==> src/design/lf_sched_pkg.sv <==
// constants, register map and state type for the lf sampling scheduler
package lf_sched_pkg;
	// clock and low-frequency oscillator timing
	localparam int CLK_PERIOD_NS = 25;
	localparam int LF_PERIOD_NS = 1_000_000;
	localparam int LF_TICK_CYCLES = LF_PERIOD_NS / CLK_PERIOD_NS;
	// detector initialization before each on window, in ms and in lf ticks
	localparam int INIT_MS = 2;
	localparam int LF_PERIOD_MS = 1;
	localparam logic [11:0] INIT_TICKS = 12'(INIT_MS / LF_PERIOD_MS);
	// continuous mode restart gap and data receive timeout, in lf ticks
	localparam logic [1:0] GAP_TICKS = 2'h2;
	localparam logic [7:0] DATA_TIMEOUT_TICKS = 8'h40;

	// register indices; byte address is four times the index
	localparam logic [7:0] CTRL_IDX = 8'h20;
	localparam logic [7:0] TIMING_IDX = 8'h21;
	localparam logic [7:0] STATUS_IDX = 8'h22;
	localparam logic [11:0] CTRL_ADDR = {2'h0, CTRL_IDX, 2'h0};
	localparam logic [11:0] TIMING_ADDR = {2'h0, TIMING_IDX, 2'h0};
	localparam logic [11:0] STATUS_ADDR = {2'h0, STATUS_IDX, 2'h0};

	// timing register fields and reset value
	localparam int INTERVAL_LSB = 4;
	localparam int ONTIME_LSB = 0;
	localparam logic [7:0] TIMING_RESET = 8'h60;
	localparam logic [3:0] INTERVAL_CONT = 4'h0;
	localparam logic [3:0] INTERVAL_MAX_CODE = 4'h9;
	localparam logic [3:0] ONTIME_MAX_CODE = 4'ha;
	localparam logic [11:0] INTERVAL_BASE = 12'h008;
	localparam logic [10:0] ONTIME_BASE = 11'h001;

	// control register fields
	localparam int CTRL_EN_BIT = 0;
	localparam int CTRL_CARRIER_BIT = 1;
	localparam logic [1:0] CTRL_RESET = 2'h0;

	// scheduler states
	typedef enum logic [2:0] {
		ST_IDLE,
		ST_OFF,
		ST_ON,
		ST_EXTEND,
		ST_GAP
	} sched_state_t;
endpackage : lf_sched_pkg

==> src/design/lf_receiver_sample_scheduler.sv <==
// duty-cycle scheduler of the lf wake-up receiver with its apb registers
// Function
// (RL1) timing register: interval select in 7:4, on-time select in 3:0, both rw
// (RL2) interval code 0000 keeps the receiver continuously on
// (RL3) codes 0001..0100 start windows every 16, 32, 64, 128 lf periods
// (RL4) doubling continues up to code 1001, every 4096 lf periods
// (RL5) reset loads interval select with 0110, 512 lf periods
// (RL6) after writing interval select, first interval starts on next lf tick
// (RL7) detector on at each interval start; code 0000 is one cycle, doubling
// (RL8) on-time code 0110 is 64 cycles, doubling up to 1024
// (RL9) on-time is net; up to 2 ms initialization sits in preceding off time
// (RL10) carrier detect mode switches detector off once carrier evaluation ends; here periodic mode only, interval code 0000 keeps it on
// (RL11) data receive mode extends on-time until message end, error or timeout
// (RL12) reset clears on-time select to zero, the shortest window
// (RL13) control bit selects mode: zero data receive, one carrier detect
// (RL14) software changes control registers only while receiver is disabled
// (RL15) continuous mode restarts itself 2-3 lf periods after a processed signal
// (RL16) interval and on-time counters run on lf ticks, reloaded each boundary
`timescale 1ns/10ps
`default_nettype none
module lf_receiver_sample_scheduler import lf_sched_pkg::*; #(
	parameter int TICK_DIV = LF_TICK_CYCLES
) (
	// clock and reset
	input wire logic ref_clk_in,
	input wire logic sys_rst_in,
	// apb slave
	input wire logic psel_in,
	input wire logic penable_in,
	input wire logic pwrite_in,
	input wire logic [11:0] paddr_in,
	input wire logic [31:0] pwdata_in,
	output logic [31:0] prdata_out,
	output logic pready_out,
	output logic pslverr_out,
	// detector and decoder events, one-cycle pulses
	input wire logic signal_detected_in,
	input wire logic carrier_eval_done_in,
	input wire logic message_end_in,
	input wire logic decode_error_in,
	input wire logic processed_ok_in,
	// detector control
	output logic detector_on_out,
	output logic detector_init_out,
	output logic window_start_out
);
	// software registers and the restart request
	logic [7:0] timing_q;
	logic [7:0] timing_d;
	logic [1:0] ctrl_q;
	logic [1:0] ctrl_d;
	logic pend_q;
	// scheduler state and counters
	sched_state_t state_q;
	sched_state_t state_d;
	logic [11:0] ivl_cnt_q;
	logic [11:0] ivl_cnt_d;
	logic [9:0] on_cnt_q;
	logic [9:0] on_cnt_d;
	logic [7:0] tmo_cnt_q;
	logic [7:0] tmo_cnt_d;
	logic [1:0] gap_cnt_q;
	logic [1:0] gap_cnt_d;
	// next values of the registered outputs
	logic [31:0] prdata_d;
	logic pslverr_d;
	logic det_on_d;
	logic det_start_d;
	logic init_d;
	// internal strobes
	logic start_d;
	logic lf_tick;

	// oscillator tick source
	lf_tick_gen #(
		.TICK_DIV(TICK_DIV)
	) u_tick (
		.ref_clk_in(ref_clk_in),
		.sys_rst_in(sys_rst_in),
		.tick_out(lf_tick)
	);

	// apb decode; unmapped addresses answer with pslverr and zero data
	wire setup_phase = psel_in & ~penable_in;
	wire access_done = psel_in & penable_in & pready_out;
	wire hit_ctrl = (paddr_in == CTRL_ADDR);
	wire hit_timing = (paddr_in == TIMING_ADDR);
	wire hit_status = (paddr_in == STATUS_ADDR);
	wire hit_any = hit_ctrl | hit_timing | hit_status;
	wire wr_ctrl = access_done & pwrite_in & hit_ctrl;
	wire wr_timing = access_done & pwrite_in & hit_timing;

	// field views
	wire [3:0] ivl_code = timing_q[INTERVAL_LSB +: 4]; // RL1
	wire [3:0] on_code = timing_q[ONTIME_LSB +: 4]; // RL1
	wire enabled = ctrl_q[CTRL_EN_BIT];
	wire carrier_mode = ctrl_q[CTRL_CARRIER_BIT]; // RL13
	wire continuous = (ivl_code == INTERVAL_CONT); // RL2
	wire new_ivl = wr_timing & (pwdata_in[INTERVAL_LSB +: 4] != ivl_code);
	wire en_rise = wr_ctrl & pwdata_in[CTRL_EN_BIT] & ~enabled;

	// interval length minus one: 8 shifted by code, codes above 1001 clamp
	wire [3:0] ivl_sel = (ivl_code > INTERVAL_MAX_CODE) ? INTERVAL_MAX_CODE : ivl_code;
	wire [11:0] ivl_reload = (INTERVAL_BASE << ivl_sel) - 12'h001; // RL3 RL4
	// on-time minus one: 1 shifted by code, codes above 1010 clamp
	wire [3:0] on_sel = (on_code > ONTIME_MAX_CODE) ? ONTIME_MAX_CODE : on_code;
	wire [10:0] on_full = (ONTIME_BASE << on_sel) - 11'h001;
	wire [9:0] on_reload = on_full[9:0]; // RL7 RL8

	// counter end points and the periodic interval boundary
	wire ivl_last = (ivl_cnt_q == 12'h000);
	wire on_last = (on_cnt_q == 10'h000);
	wire tmo_last = (tmo_cnt_q == 8'h00);
	wire gap_last = (gap_cnt_q == 2'h0);
	wire periodic_tick = ~continuous & lf_tick;
	wire boundary = periodic_tick & ivl_last;

	// counter decrements, used only away from the end points
	wire [11:0] ivl_dec = ivl_cnt_q - 12'h001;
	wire [9:0] on_dec = on_cnt_q - 10'h001;
	wire [7:0] tmo_dec = tmo_cnt_q - 8'h01;
	wire [1:0] gap_dec = gap_cnt_q - 2'h1;

	// read mux; status shows the scheduler's own state
	wire st_ext = (state_q == ST_EXTEND);
	wire st_gap = (state_q == ST_GAP);
	wire [31:0] status_word = {26'h000_0000, continuous, st_gap, st_ext,
		detector_init_out, detector_on_out, pend_q};
	wire [31:0] rdata = hit_ctrl ? {30'h0000_0000, ctrl_q} :
		hit_timing ? {24'h00_0000, timing_q} :
		hit_status ? status_word : 32'h0000_0000;

	// read data stands only in the access cycle of a read and is zero otherwise
	wire rd_setup = setup_phase & ~pwrite_in;
	assign prdata_d = rd_setup ? rdata : 32'h0000_0000;
	assign pslverr_d = setup_phase & ~hit_any;

	// apb answer: one wait-free access phase after every setup cycle
	always_ff @(posedge ref_clk_in) begin
		if (sys_rst_in) begin
			pready_out <= 1'b0;
			prdata_out <= 32'h0000_0000;
			pslverr_out <= 1'b0;
		end else begin
			pready_out <= setup_phase;
			prdata_out <= prdata_d;
			pslverr_out <= pslverr_d;
		end
	end

	// writes land at the access edge only; upper data bits are dropped
	assign timing_d = wr_timing ? pwdata_in[7:0] : timing_q; // RL1 RL14
	assign ctrl_d = wr_ctrl ? pwdata_in[1:0] : ctrl_q; // RL13 RL14

	// software registers; the design relies on changes made while disabled
	always_ff @(posedge ref_clk_in) begin
		if (sys_rst_in) begin
			timing_q <= TIMING_RESET; // RL5 RL12
			ctrl_q <= CTRL_RESET;
		end else begin
			timing_q <= timing_d;
			ctrl_q <= ctrl_d;
		end
	end

	// restart request: a new interval or an enable waits for the next tick
	always_ff @(posedge ref_clk_in) begin
		if (sys_rst_in) begin
			pend_q <= 1'b0;
		end else if (new_ivl | en_rise) begin
			pend_q <= 1'b1; // RL6
		end else if (lf_tick | ~enabled) begin
			pend_q <= 1'b0;
		end
	end

	// next-state logic of the scheduler
	always_comb begin
		state_d = state_q;
		ivl_cnt_d = ivl_cnt_q;
		on_cnt_d = on_cnt_q;
		tmo_cnt_d = tmo_cnt_q;
		gap_cnt_d = gap_cnt_q;
		start_d = 1'b0;
		if (~enabled) begin
			state_d = ST_IDLE;
		end else if (pend_q & lf_tick) begin
			// first interval begins right on this tick
			state_d = ST_ON; // RL6
			ivl_cnt_d = ivl_reload; // RL16
			on_cnt_d = on_reload; // RL16
			start_d = 1'b1;
		end else if (~pend_q) begin
			// interval boundary reloads both counters, periodic mode only
			if (periodic_tick) begin
				if (ivl_last) begin
					ivl_cnt_d = ivl_reload; // RL16
					on_cnt_d = on_reload; // RL16
					start_d = 1'b1;
				end else begin
					ivl_cnt_d = ivl_dec; // RL16
				end
			end
			case (state_q)
				ST_IDLE: begin
					state_d = ST_IDLE;
				end
				ST_OFF: begin
					if (continuous) begin
						state_d = ST_ON; // RL2
					end else if (boundary) begin
						state_d = ST_ON; // RL7
					end
				end
				ST_ON: begin
					if (continuous & processed_ok_in) begin
						state_d = ST_GAP; // RL15
						gap_cnt_d = GAP_TICKS;
					end else if (carrier_mode & carrier_eval_done_in & ~continuous) begin
						state_d = ST_OFF; // RL10
					end else if (~carrier_mode & signal_detected_in) begin
						state_d = ST_EXTEND; // RL11
						tmo_cnt_d = DATA_TIMEOUT_TICKS;
					end else if (periodic_tick) begin
						// at a boundary the reload above stands, so a window may span it
						if (on_last) begin
							state_d = boundary ? ST_ON : ST_OFF; // RL7
						end else if (~boundary) begin
							on_cnt_d = on_dec; // RL16
						end
					end
				end
				ST_EXTEND: begin
					// stays on past the window until the message settles
					if (continuous & processed_ok_in) begin
						state_d = ST_GAP; // RL15
						gap_cnt_d = GAP_TICKS;
					end else if (message_end_in | decode_error_in) begin
						state_d = (continuous | boundary) ? ST_ON : ST_OFF; // RL11
					end else if (lf_tick) begin
						if (tmo_last) begin
							state_d = (continuous | boundary) ? ST_ON : ST_OFF; // RL11
						end else begin
							tmo_cnt_d = tmo_dec;
						end
					end
				end
				ST_GAP: begin
					// partial first period makes the gap 2 to 3 periods long
					if (lf_tick) begin
						if (gap_last) begin
							state_d = ST_ON; // RL15
						end else begin
							gap_cnt_d = gap_dec;
						end
					end
				end
				default: begin
					state_d = ST_IDLE;
				end
			endcase
		end
	end

	// initialization runs in the last ticks of the off time before a window
	assign init_d = (state_d == ST_OFF) & ~continuous &
		(ivl_cnt_d < INIT_TICKS); // RL9

	// scheduler registers
	always_ff @(posedge ref_clk_in) begin
		if (sys_rst_in) begin
			state_q <= ST_IDLE;
			ivl_cnt_q <= 12'h000;
			on_cnt_q <= 10'h000;
			tmo_cnt_q <= 8'h00;
			gap_cnt_q <= 2'h0;
		end else begin
			state_q <= state_d;
			ivl_cnt_q <= ivl_cnt_d;
			on_cnt_q <= on_cnt_d;
			tmo_cnt_q <= tmo_cnt_d;
			gap_cnt_q <= gap_cnt_d;
		end
	end

	// the detector is powered in the window and while a message is followed
	assign det_on_d = (state_d == ST_ON) | (state_d == ST_EXTEND); // RL7 RL11
	// an extension running over a boundary gives no start pulse
	assign det_start_d = start_d & (state_d == ST_ON);

	// detector outputs, registered from the next state so they line up with the state register
	always_ff @(posedge ref_clk_in) begin
		if (sys_rst_in) begin
			detector_on_out <= 1'b0;
			detector_init_out <= 1'b0;
			window_start_out <= 1'b0;
		end else begin
			detector_on_out <= det_on_d; // RL7
			detector_init_out <= init_d; // RL9
			window_start_out <= det_start_d;
		end
	end
endmodule : lf_receiver_sample_scheduler
`default_nettype wire

==> src/design/lf_tick_gen.sv <==
// divider that turns the system clock into one-cycle low-frequency ticks
`timescale 1ns/10ps
`default_nettype none
module lf_tick_gen #(
	parameter int TICK_DIV = 40000
) (
	// clock and reset
	input wire logic ref_clk_in,
	input wire logic sys_rst_in,
	// tick output
	output logic tick_out
);
	logic [31:0] cnt_q;
	logic [31:0] cnt_d;
	logic wrap;

	// a tick every TICK_DIV clocks stands in for one oscillator period
	assign wrap = (cnt_q == 32'(TICK_DIV - 1));
	assign cnt_d = wrap ? 32'h0000_0000 : cnt_q + 32'h0000_0001;

	// counter and registered tick
	always_ff @(posedge ref_clk_in) begin
		if (sys_rst_in) begin
			cnt_q <= 32'h0000_0000;
			tick_out <= 1'b0;
		end else begin
			cnt_q <= cnt_d;
			tick_out <= wrap;
		end
	end
endmodule : lf_tick_gen
`default_nettype wire

==> config.mk <==
export PLATFORM = sky130hd
export DESIGN_NAME = lf_receiver_sample_scheduler
export DESIGN_NICKNAME = d
export VERILOG_FILES = /design/src/design/lf_sched_pkg.sv /design/src/design/lf_receiver_sample_scheduler.sv /design/src/design/lf_tick_gen.sv
export SDC_FILE = /design/constraint.sdc
export NUM_CORES = 1
export LEC_CHECK = 0
export BUFFER_PORTS_ARGS = -buffer_cell sky130_fd_sc_hd__buf_4
export CAP_MARGIN = 20
export CORE_MARGIN = 10
export CORE_UTILIZATION = 43
export DETAILED_ROUTE_END_ITERATION = 10
export PLACE_DENSITY = 0.7
export SKIP_CTS_REPAIR_TIMING = 1
export SYNTH_ARGS = -nofsm -noshare
export SYNTH_HDL_FRONTEND = slang
export SYNTH_HIERARCHICAL = 1
export SYNTH_SLANG_ARGS = --single-unit
==> constraint.sdc <==
create_clock -name ref_clk_in -period 2.3 [get_ports ref_clk_in]
set_clock_uncertainty 0.05 [all_clocks]
set_input_delay 0 -clock ref_clk_in [delete_from_list [all_inputs] [get_ports ref_clk_in]]
set_output_delay 0 -clock ref_clk_in [all_outputs]
set_load 0.05 [all_outputs]
Yosys cells after proc, flatten, opt, wreduce, memory -nomap -nowiden

Cells that the tools add are included.

Register bits after elaboration: 116
Output and inout port bits: 37
Word-level logic and storage cells: 165

Add/sub/neg operators: 7
Order comparisons: 3
Eq/ne operators: 23
Shift operators: 2
Multiplexer cells: 59
Bitwise operators: 37
Reductions and logical operators: 16

Operators with widths:

| operator                                                                       | count |
|---|---|
| 10-bit two-way mux                                                             | 11 |
| 8-bit two-way mux                                                              | 8 |
| 12-bit two-way mux                                                             | 5 |
| 3-bit two-way mux                                                              | 16 |
| 12-bit by 8-bit == test with 1-bit output (second input constant)              | 3 |
| 32-bit by 1-bit adder with 32-bit output (second input constant)               | 1 |
| 32-bit by 16-bit == test with 1-bit output (second input constant)             | 1 |
| 12-bit by 1-bit subtractor with 12-bit output (second input constant)          | 2 |
| 1-bit bitwise AND                                                              | 21 |
| 10-bit by 1-bit subtractor with 10-bit output (second input constant)          | 2 |
| 8-bit case mux with 2 select lines                                             | 1 |
| 2-bit != test (second input constant)                                          | 7 |
| 3-bit by 2-bit == test with 1-bit output (second input constant)               | 4 |
| 12-bit zero test                                                               | 1 |
| 12-bit by 2-bit less-than comparator with 1-bit output (second input constant) | 1 |
| 2-bit two-way mux                                                              | 6 |
| 3-bit case mux with 4 select lines                                             | 1 |
| 4-bit by 4-bit << shifter with 12-bit output (first input constant)            | 1 |
| 11-bit AND reduction                                                           | 1 |
| 10-bit zero test                                                               | 1 |
| 1-bit by 4-bit << shifter with 10-bit output (first input constant)            | 1 |
| 1-bit inverter                                                                 | 9 |
| 4-bit > comparator (second input constant)                                     | 2 |
| 8-bit zero test                                                                | 1 |
| 19 further kinds                                                               | 40 |

Depth between registers and ports, before layout

Gate-level depths: netlist (run 1).

Word-level depth: 17
Depth in mapped cells: 11

Modules after synthesis

Netlist (run 1), hierarchy kept.

By module, submodules not included:

| module                       | times used | cells each | area each (um2) |
|---|---|---|---|
| lf_receiver_sample_scheduler | 1          | 497        | 3,792.4 |
| lf_tick_gen                  | 1          | 173        | 1,552.7 |

Worst setup path after synthesis (run 1)

Ideal clock, no wire load.

Path type: register to register
Start point: reg ivl_cnt_q[0]
End point: reg detector_init_out
Data arrival time: 2.343 ns
Path slack: -0.181 ns
Stages on the path, launching flop included: 10
Path buffers: 0
Cells stage by stage: dfxtp_1 > inv_1 > ha_1 > nor4b_2 > and3_1 > nor4_1 > o21a_1 > o221ai_1 > or4b_1 > nor4b_2

Cells in the longest elaborated chain, start to end: 15
Elaborated cells on any way between the ends: 30

Ends and longest elaborated chain:

| element                                                                                | RTL line                            | text |
|---|---|---|
| from (decl)                                                                            | lf_receiver_sample_scheduler.sv:56  | `logic [11:0] ivl_cnt_q;` |
| from (signal assigned)                                                                 | lf_receiver_sample_scheduler.sv:279 | `ivl_cnt_q <= ivl_cnt_d;` |
| branches (longest 14 deep; another with 12-bit by 1-bit subtractor with 12-bit output) | n/a                                 |  |
| 1-bit bitwise AND *                                                                    | lf_receiver_sample_scheduler.sv:266 | `assign init_d = (state_d == ST_OFF) & ~continuous &` |
| to (signal assigned)                                                                   | lf_receiver_sample_scheduler.sv:299 | `detector_init_out <= init_d;` |
| to (decl)                                                                              | lf_receiver_sample_scheduler.sv:44  | `output logic detector_init_out,` |

Every way passes the cells marked *.
A chain may end at the register's enable or synchronous reset.

Worst setup path in the final report (run 1)

Ends and elaborated chain as after synthesis.

==> results of run 1 <==
[final timing paths]
check	endpoint	cells after the start	slack, ns	from
max	detector_init_out	10	-0.14	ivl_cnt_q[0]
min	gap_cnt_q[0]	2	0.03	sys_rst_in
max reg2reg	detector_init_out	10	-0.14	ivl_cnt_q[0]
min reg2reg	u_tick/cnt_q[0]	1	0.42	u_tick/cnt_q[0]
[where the power goes]
part           switching, uW  internal, uW
combinational            152          64.9
sequential              6.98          1600
clock                    685           782
[critical path: stages, from the launching register on]
cell,delay (ns)
sky130_fd_sc_hd__dfxtp_2,0.32
sky130_fd_sc_hd__inv_1,0.08
sky130_fd_sc_hd__ha_1,0.18
sky130_fd_sc_hd__nor4b_4,0.35
sky130_fd_sc_hd__a41o_4,0.32
sky130_fd_sc_hd__buf_4,0.13
sky130_fd_sc_hd__nand3_1,0.09
sky130_fd_sc_hd__nand3_2,0.10
sky130_fd_sc_hd__nand2_2,0.06
sky130_fd_sc_hd__or4b_4,0.48
sky130_fd_sc_hd__nor4b_2,0.21
[per-layer routing]
| layer | vias to the layer above | global-route usage |
|---|---|---|
| met5 | - | 0 |
| met4 | 0 | 0.0575 |
| met3 | 29 | 0.0385 |
| met2 | 179 | 0.280 |
| met1 | 2507 | 0.201 |
| li1 | 2594 | - |
[layout make-up]
type	instances	area, um^2	share of cell area
sequential	92	1860	0.271
multi-input combinational	526	3270	0.478
tap	168	210	0.0307
clock buffer	10	239	0.0349
timing repair buffer	146	1140	0.167
inverter	19	71.3	0.0104
clock inverter	6	52.6	0.00768
[metrics by stage]
stage / cells / hold slack [ns]
6_report: 967 / 0.0319
3_5_place_dp: 935 / 0.177
5_1_grt: 967 / 0.0555
3_3_place_gp: 935 / 0.178
2_1_floorplan: 693 / 0.0224
4_1_cts: 951 / -0.192
[kinds of logic after synthesis]
family / count (synthesis) / share of synthesized area
flip-flops: 92 / 0.345
XOR/XNOR: 44 / 0.0721
AND/OR/NAND/NOR: 327 / 0.324
multiplexers: 12 / 0.0225
other: 1 / 0.000702
AO/OA/AOI/OAI: 111 / 0.142
adder cells (fa/ha/maj): 8 / 0.0187
buffers and inverters: 75 / 0.0756
[state kept, by name, summed over array words and instances, names as in the netlist]
register,count
ctrl_q,2
ivl_cnt_q,12
pslverr_out,1
u_tick/cnt_q,32
prdata_out,8
timing_q,8
detector_on_out,1
state_q,3
window_start_out,1
pend_q,1
detector_init_out,1
u_tick/tick_out,1
tmo_cnt_q,8
on_cnt_q,10
pready_out,1
gap_cnt_q,2
[cell usage in the layout (no fill, tap or decap), drive strengths merged, types with 4 or more instances in the layout]
cell type	synthesis	layout
o21ai	24	24
o22ai	5	5
clkbuf	25	10
mux2i	12	12
nor3b	4	4
buf	31	134
a31oi	4	4
nor4	18	18
inv	19	23
dlygate4sd3	0	12
nor2b	8	8
nor4b	6	6
nand3b	5	5
xor2	34	34
xnor2	10	10
ha	8	8
a21oi	28	28
nor2	110	110
conb	1	24
and3	12	12
nand2	46	46
o21a	5	5
nand4	16	16
nor3	23	23
dfxtp	92	92
and2	10	10
nand3	48	48
nand2b	12	12
==> reports/results.txt, run 1 <==
The run finished, with violations left. The final reports fail on negative setup slack. Entering global routing, the biggest net connects 45 pins. After detailed placement, the total cell area comes to 6320 um^2.

Power spread over the standard cell area amounts to 480 nW/um^2. The synthesized netlist occupies a cell area of 5350 um^2. For the critical path required time, the log shows 2.52 ns. The average wire length per cell after detail routing came out at 15.6 um. The portion of the clock cycle consumed by the worst path in the final layout was 1.06; the final instance area was 6840 um^2. The tools report the worst max-slew margin expressed relative to the limit as 0.654. After detailed routing, the wire length on met1 is 6.48 mm. The first global-routing pass estimated 24.5 mm of wire.

The number of placement rows is 40, and the max-capacitance violation count is 0. Ranked by total cell area, the synthesized netlist is headed by sky130_fd_sc_hd__dfxtp_1, sky130_fd_sc_hd__nor2_1, sky130_fd_sc_hd__xor2_1. The count of different cell masters after synthesis was 71.

The run gives 1,110 as the number of filler instances in the final layout. The cell sitting at the root of the clock tree is a sky130_fd_sc_hd__clkbuf_16. Summing over every cut layer, the via total after detailed routing is 5,309. The share of synthesized area occupied by flip-flops and latches came out at 0.345.

TritonCTS created 9 clock buffers. Number of failing hold endpoints at the final stage: 0. In this run the worst hold path is classified as in2reg.

91 I/O pins were placed. For this run, the top clock speed supported by timing is 409 MHz. Counting instances in the post-synthesis netlist gives the leading cell types as sky130_fd_sc_hd__nor2_1, sky130_fd_sc_hd__dfxtp_1, sky130_fd_sc_hd__nand2_1, sky130_fd_sc_hd__nand3_1, sky130_fd_sc_hd__xor2_1.

The run gives 15.0 mm as the final wirelength. In this run, the number of DRC markers left after iteration 0 of detailed routing was 481. The number of global-route vias before repair was 5,220; the max-slew violation count was 0.

For the routed length on met2, the log shows 7.47 mm. The worst endpoint data arrival time is 2.66 ns, and the number of endpoints failing setup at the final stage is 1. Signed area change from the synthesized netlist to the final layout: 28.0%.

For this run, design rule violations remaining after detail routing come to 0. The first detailed-routing pass ran for 6 iterations. The final estimated routing congestion in global placement came out at 0.921. The type of destination of the critical path is a flop.

Using the TritonRoute via totals, the vias-per-cell ratio works out to 5.49. Synthesis inferred 92 register bits. IR analysis of the VDD net gives a maximum drop of 328 uV. Among all cell types in the netlist, the one instantiated most often is sky130_fd_sc_hd__nor2_1.

For the pin with the worst max-slew slack, the measured transition is 0.512 ns. The detail route stage leaves a number of antenna-violating nets equal to 0. TritonCTS built the clock tree. The floorplan step defined a die boundary enclosing 17,300 um^2. For this run, the leading register cell type out of synthesis is sky130_fd_sc_hd__dfxtp_1. The clock transition at the registers of the reported paths came out at 0.07 ns.

The post-synthesis cell type with the largest combined area is sky130_fd_sc_hd__dfxtp_1. The fraction of layout instances using a drive strength above 1 was 0.239; the clock period minus worst slack was 2.44 ns. The number of clock sinks came out at 92. The tools report the utilization of the core after routing as 0.565. The run gives 783 um as the wire length on met3. At the placement stage, the worst setup path has a slack of -0.186 ns. Input and output buffers added on the ports amount to 42. The total overflow left after global routing is 0.

The logs give 0.166 for the overall track demand over capacity in global routing and 0 for the antenna diode instance count. The top cell type's share of synthesized area came out at 0.345. The critical path is of the reg2reg type. The final sum of negative setup slack came out at -0.143 ns.

The highest layer touched by signal routing is met4. The smallest setup slack after layout was -0.143 ns. STA classifies the critical path startpoint as a flop. The effective utilization at floorplan is 0.441. Setup repair after global routing could not meet its margin everywhere.

The tools report the total leakage power as 0.00280 uW. Total power for the finished layout comes to 3290 uW. Counting flops with a built-in enable in the synthesized netlist gives 0. Along the worst path, the maximum fanout reaches 6.

Area of the placeable core: 12,100 um^2. For the post-DP HPWL, the log shows 11.0 mm. At the end of the flow, the number of nets in the layout was 856.

The number of synthesis warnings was 6; the fraction of synthesis flops using an asynchronous set or reset pin was 0. The die is 131 um wide. The number of buffers between clock root and the deepest sink is 2, and the chip height is 131 um.

The number of levels the H-tree was split into came out at 3. The post-synthesis cell count was 670; the post-synthesis average cell area was 7.98 um^2. The worst-skew pair later-pin latency is 0.36 ns, and the initial antenna violation count is 0.
(Power assumes the default switching activity.)
==> inputs of run 2 (changes only) <==
- CORE_UTILIZATION: 43 -> 50
- PLACE_DENSITY: 0.7 -> 0.79
==> run 2 against run 1 <==
  * The run still ends with negative setup slack left
  * Critical path depth shrank 2
  * Flip-flop and latch count is the same
  * Sequential share of layout area grew 0.70 points
  * Routed wire length grew 2.5%
  * Total power shrank 13%
  * Final cell count shrank 4.1%
  * Worst setup slack lost 0.069 ns
  * Non-clock buffer count shrank 8
  * Via count shrank 0.47%
  * Largest power group unchanged
  * Critical path type unchanged
  * Combinational power is essentially flat
==> reports/results.txt, run 2 (synthesized netlist as in run 1, its figures left out) <==
The via density per instance is 5.70 (was 5.49). The tools report the worst endpoint data arrival time as 2.77 ns (was 2.66 ns). For the number of placement rows, the log shows 37 (was 40). The portion of the clock cycle consumed by the worst path in the final layout works out to 1.09 (was 1.06). Violated checks: negative setup slack (unchanged). The tools report the number of endpoints failing setup at the final stage as 1 (unchanged). The post-layout total power was 2860 uW (was 3290 uW); the number of buffers added by the clock tree synthesis step was 9 (unchanged). Pin count of the biggest net entering global routing: 45 (unchanged). TritonCTS built the clock tree. Sort of element at the start of the critical path: a flop (unchanged). The initial antenna violation count was 0 (unchanged). Largest registers: u_tick/cnt_q: 32 flops, ivl_cnt_q: 12 flops, on_cnt_q: 10 flops (unchanged). Most used cells in the layout excluding fill and tap cells: sky130_fd_sc_hd__buf_4, sky130_fd_sc_hd__nor2_1, sky130_fd_sc_hd__dfxtp_1 (unchanged). The tools report the final wirelength as 15.4 mm (was 15.0 mm). Cell at the root of the clock tree: sky130_fd_sc_hd__clkbuf_8 (was sky130_fd_sc_hd__clkbuf_16). The total power per unit cell area is 431 nW/um^2 (was 480 nW/um^2). For the worst-skew pair later-pin latency, the log shows 0.39 ns (was 0.36 ns). The chip height is 123 um (was 131 um), and the area of the placeable core is 10,400 um^2 (was 12,100 um^2). The path type of the worst setup path was reg2reg (unchanged).

First-pass GRT wire length: 24.5 mm (about the same). The overall track demand over capacity in global routing came out at 0.197 (was 0.166). The post-place instance area is 6260 um^2 (was 6320 um^2). Residual antenna-violating net count after detailed routing: 0 (unchanged). The register with the most flip-flops was u_tick/cnt_q (unchanged).

Number of clock sinks: 92 (unchanged). The most frequent standard cell in the layout excluding fill and tap cells was sky130_fd_sc_hd__buf_4 (unchanged). The flow ran to the end, but the final reports show violations. The slew at the pin closest to its max-slew limit works out to 0.581 ns (was 0.512 ns). The logs give 0 (unchanged) for the antenna diode instance count and 0 (unchanged) for the number of failing hold endpoints at the final stage. The effective utilization at floorplan is 0.515 (was 0.441). The signed area change from the synthesized netlist to the final layout works out to 24.1% (was 28.0%). The critical path required time is 2.56 ns (was 2.52 ns), and the worst max-slew margin expressed relative to the limit is 0.612 (was 0.654).

The average wire length per cell after detail routing works out to 16.6 um (was 15.6 um). Worst hold slack: 0.0115 ns (was 0.0319 ns). The number of buffers between clock root and the deepest sink came out at 2 (unchanged). The final instance area was 6640 um^2 (was 6840 um^2); the aggregate global routing overflow was 0 (unchanged).

The run gives 1.02 (was 0.921) as the final estimated routing congestion in global placement. The clock transition at the registers of the reported paths is 0.09 ns (was 0.07 ns), and the total I/O pin count is 91 (unchanged). The peak supply drop came out at 335 uV (was 328 uV).

The post-DP HPWL is 11.4 mm (was 11.0 mm). The smallest setup slack after layout is -0.212 ns (was -0.143 ns), and the fraction of layout instances using a drive strength above 1 is 0.226 (was 0.239). The number of port buffers was 42 (unchanged); the total die area was 15,200 um^2 (was 17,300 um^2).

Number of flip-flops under the largest register name: 32 (unchanged). The number of levels the H-tree was split into was 3 (unchanged). Type of destination of the critical path: a flop (unchanged).

Setup repair after global routing could not meet its margin everywhere. The tools report the detailed-routing iteration count for the pre-antenna-repair pass as 7 (was 6). The clock period minus worst slack was 2.51 ns (was 2.44 ns). The type of the most critical hold path is in2reg (unchanged).

The die boundary width was 123 um (was 131 um). The logs give 398 MHz (was 409 MHz) for the fmax and 0 (unchanged) for the max-capacitance violation count. The total leakage power came out at 0.00272 uW (was 0.00280 uW). Max-slew violation count: 0 (unchanged). The total via count in the routed design is 5,284 (was 5,309). The DRC violation total after the first TritonRoute iteration came out at 443 (was 481).

The number of DRC violations after detailed routing came out at 0 (unchanged). The highest fanout seen on the critical path was 6 (unchanged). The tools report the number of global-route vias before repair as 5,012 (was 5,220). The total number of nets in the final design came out at 848 (was 856).
run 2: final timing paths:
check	startpoint	to	slack (ns)	cells past startpoint
max	timing_q[4]	detector_init_out	-0.21	8
min	paddr_in[2]	prdata_out[0]	0.01	5
max reg2reg	timing_q[4]	detector_init_out	-0.21	8
min reg2reg	u_tick/cnt_q[0]	u_tick/cnt_q[0]	0.43	1
run 2: power by group:
group	internal [uW]	switching, uW
clock network	433	604
registers	1600	6.94
logic	64.9	153
total	2100	764
run 2: final cells by class:
class / count / area, um^2
clock buffer: 12 / 145
sequential: 92 / 1850
tap: 136 / 170
clock inverter: 4 / 33.8
multi-input combinational: 526 / 3280
fill: 881 / 3730
inverter: 19 / 71.3
timing repair buffer: 138 / 1090
run 2: metal layers:
metal | vias to the layer above | global-route usage | wire length, um
li1 | 2561 | - | -
met1 | 2514 | 0.242 | 6330
met2 | 182 | 0.334 | 7840
met3 | 27 | 0.0287 | 915
met4 | 0 | 0.0924 | 330
met5 | - | 0 | 0
run 2: through the flow:
| stage | instances | TNS (ns) | setup slack (ns) | utilization |
|---|---|---|---|---|
| after floorplan | 693 | 0 | 0.00208 | - |
| after global placement | 899 | -0.210 | -0.210 | 0.604 |
| after detailed placement | 899 | -0.239 | -0.228 | 0.604 |
| after CTS | 915 | -0.370 | -0.239 | 0.621 |
| after global routing | 927 | -0.270 | -0.270 | 0.640 |
| final | 927 | -0.212 | -0.212 | 0.640 |
run 2: critical path: stages, from the launching register on:
cell and delay (ns):
sky130_fd_sc_hd__dfxtp_2 0.35, sky130_fd_sc_hd__nor4_4 0.44, sky130_fd_sc_hd__inv_2 0.12, sky130_fd_sc_hd__a41o_4 0.26, sky130_fd_sc_hd__a221o_1 0.36, sky130_fd_sc_hd__nand3_2 0.09
sky130_fd_sc_hd__nand2_2 0.06, sky130_fd_sc_hd__or4b_4 0.48, sky130_fd_sc_hd__nor4b_2 0.21
==> inputs of run 3 (changes only) <==
- CORE_ASPECT_RATIO: not set -> 0.6
==> run 3 against run 2 <==
  * Non-clock buffer count increased by 15
  * Fmax fell by 1.6%
  * Flip-flop and latch count stayed put
  * Combinational power barely moved
  * Clock power up 41%
  * Highest routed layer unchanged
  * Utilization rose by 1.8 points
  * Critical endpoint unchanged
  * Global-route usage about the same
  * The flow still finishes with violations (negative setup slack)
  * Critical path depth is the same
==> reports/results.txt, run 3 (synthesized netlist as in run 1, its figures left out) <==
The run finished, with violations left. Violated checks: negative setup slack (unchanged). Critical path required time: 2.50 ns (was 2.56 ns).

The portion of the clock cycle consumed by the worst path in the final layout works out to 1.11 (was 1.09). Most used cells in the layout excluding fill and tap cells: sky130_fd_sc_hd__buf_4, sky130_fd_sc_hd__nor2_1, sky130_fd_sc_hd__dfxtp_1 (unchanged). For the worst endpoint data arrival time, the log shows 2.75 ns (was 2.77 ns). The number of failing hold endpoints at the final stage was 0 (unchanged).

The tools report the cell at the root of the clock tree as sky130_fd_sc_hd__clkbuf_16 (was sky130_fd_sc_hd__clkbuf_8). For the total instance count after detailed placement, the log shows 916 (was 899). The logs give 0.34 ns (was 0.39 ns) for the worst-skew pair later-pin latency and 945 (was 927) for the number of standard cells in the final layout excluding fillers. The number of DRC violations after detailed routing was 0 (unchanged). The clock period minus worst slack came out at 2.55 ns (was 2.51 ns). The average wire length per cell after detail routing is 17.0 um (was 16.6 um), and the final instance area is 6900 um^2 (was 6640 um^2).

The signed area change from the synthesized netlist to the final layout was 29.1% (was 24.1%). The hold-critical path endpoint is prdata_out[1] (was prdata_out[0]). The type of the most critical hold path is in2reg (unchanged). The sort of element at the start of the critical path was a flop (unchanged). CP cell instances: nor4_4, inv_2, a41o_4, a221o_1, nand3_2, nand2_2, or4b_4, nor4b_4 (was nor4_4, inv_2, a41o_4, a221o_1, nand3_2, nand2_2, or4b_4, nor4b_2). The utilization of the core after routing is 0.658 (was 0.640). The number of buffers added by the clock tree synthesis step is 9 (unchanged). Largest registers: u_tick/cnt_q: 32 flops, ivl_cnt_q: 12 flops, on_cnt_q: 10 flops (unchanged).

The logs give -0.262 ns (was -0.228 ns) for the worst setup slack before clock tree synthesis and 5,068 (was 5,012) for the number of global-route vias before repair. The antenna diode instance count came out at 0 (unchanged). The slew at the pin closest to its max-slew limit is 0.528 ns (was 0.581 ns), and the detailed-routing iteration count for the pre-antenna-repair pass is 7 (unchanged). The fmax is 392 MHz (was 398 MHz).

DRC violation total after the first TritonRoute iteration: 424 (was 443). Terminus of the critical flop-to-flop path: detector_init_out (unchanged). The number of flip-flops under the largest register name is 32 (unchanged). The total power per unit cell area was 477 nW/um^2 (was 431 nW/um^2). The clock transition at the registers of the reported paths was 0.07 ns (was 0.09 ns). The run gives 91 (unchanged) as the total I/O pin count. The die boundary width works out to 153 um (was 123 um). The post-place instance area was 6360 um^2 (was 6260 um^2).

Area of the placeable core: 10,500 um^2 (was 10,400 um^2). Register-to-register setup slack: -0.25 ns (was -0.21 ns). Launching instance or port of the critical path: timing_q[4] (unchanged). The tools report the number of endpoints failing setup at the final stage as 1 (unchanged). The total die area is 15,400 um^2 (was 15,200 um^2).

The number of port buffers was 42 (unchanged); the final estimated routing congestion in global placement was 0.939 (was 1.02). The type of destination of the critical path is a flop (unchanged). The worst max-slew margin expressed relative to the limit was 0.648 (was 0.612). The residual antenna-violating net count after detailed routing is 0 (unchanged). The tools report the number of levels the H-tree was split into as 3 (unchanged).

The tools report the number of clock sinks as 92 (unchanged). The logs give 0 (unchanged) for the max-slew violation count and 0.0345 ns (was 0.0115 ns) for the worst hold slack. The logs give 411 uV (was 335 uV) for the peak supply drop and -0.253 ns (was -0.212 ns) for the smallest setup slack after layout.

The pin count of the biggest net entering global routing is 45 (unchanged), and the first-pass GRT wire length is 25.5 mm (was 24.5 mm). The tools report the overall track demand over capacity in global routing as 0.198 (was 0.197). TritonCTS built the clock tree. The tools report the post-DP HPWL as 12.2 mm (was 11.4 mm). The total number of nets in the final design was 863 (was 848); the number of cells traversed by the worst hold path was 5 (unchanged). The slowest cell on the critical path was sky130_fd_sc_hd__or4b_4 (unchanged). The number of cell instances on the worst register-to-register path was 8 (unchanged); the via density per instance was 5.72 (was 5.70). The final wirelength is 16.1 mm (was 15.4 mm). Path type of the worst setup path: reg2reg (unchanged).

The critical path's largest stage delay was 0.51 ns (was 0.48 ns); the max-capacitance violation count was 0 (unchanged). The effective utilization at floorplan is 0.510 (was 0.515). The startpoint of the worst-slack reg-to-reg timing path is timing_q[4] (unchanged).

Start point of the worst min-delay path: paddr_in[2] (unchanged). The run gives 0 (unchanged) as the initial antenna violation count. The most frequent standard cell in the layout excluding fill and tap cells was sky130_fd_sc_hd__buf_4 (unchanged). The highest fanout seen on the critical path is 6 (unchanged). For the aggregate global routing overflow, the log shows 0 (unchanged). The chip height is 100 um (was 123 um).

The run gives 0.00287 uW (was 0.00272 uW) as the total leakage power. Setup repair after global routing could not meet its margin everywhere. The total via count in the routed design was 5,404 (was 5,284); the number of placement rows was 29 (was 37). The register with the most flip-flops was u_tick/cnt_q (unchanged).

The number of buffers between clock root and the deepest sink is 2 (unchanged). The fraction of layout instances using a drive strength above 1 is 0.251 (was 0.226).
==> run 3: cell count changes in the layout (fill, tap and decap cells not counted), sizes merged <==
cell / delta
buf: +15
inv: +3
clkbuf: -2
clkinv: -1
==> run 3: worst max-delay path by stage <==
stage                        endpoint  slack, ns  depth (start not counted)
floorplan           detector_init_out      0.002                         11
global placement    detector_init_out      -0.18                         10
detailed placement  detector_init_out      -0.26                         10
CTS                 detector_init_out      -0.30                         10
global route        detector_init_out      -0.34                         10
finish              detector_init_out      -0.25                          8
==> run 3: metal layers <==
metal	vias to the layer above	GRT usage	share of wire
met5	-	0	0
met4	0	0.0528	0.0074
met3	13	0.0598	0.10
met2	285	0.286	0.43
met1	2516	0.278	0.46
li1	2590	-	-
==> run 3: layout make-up <==
class | instances | area (um^2)
fillers | 843 | 3590
multi-input cells | 526 | 3320
flip-flops and latches | 92 | 1850
repair buffers | 153 | 1190
clock buffers | 10 | 239
well taps | 139 | 174
inverters | 19 | 71.3
clock inverters | 6 | 55.1
==> run 3: worst max-delay path: cells and delay by family, from the launching register on <==
family | cells | cell delay (ns)
AND/OR/NAND/NOR | 5 | 1.30
AO/OA/AOI/OAI | 2 | 0.61
buffers and inverters | 1 | 0.12
flip-flops | 1 | 0.38
==> run 3: where the power goes <==
group          switching, uW  internal (uW)
combinational            154           66.7
sequential              6.41           1600
clock                    684            787
==> run 3: metrics by stage <==
stage / TNS, ns / total power, uW
floorplan: 0 / 1810
detailed placement: -0.356 / 1840
global route: -0.355 / 3410
CTS: -0.492 / 3290
global placement: -0.249 / 1840
finish: -0.253 / 3290
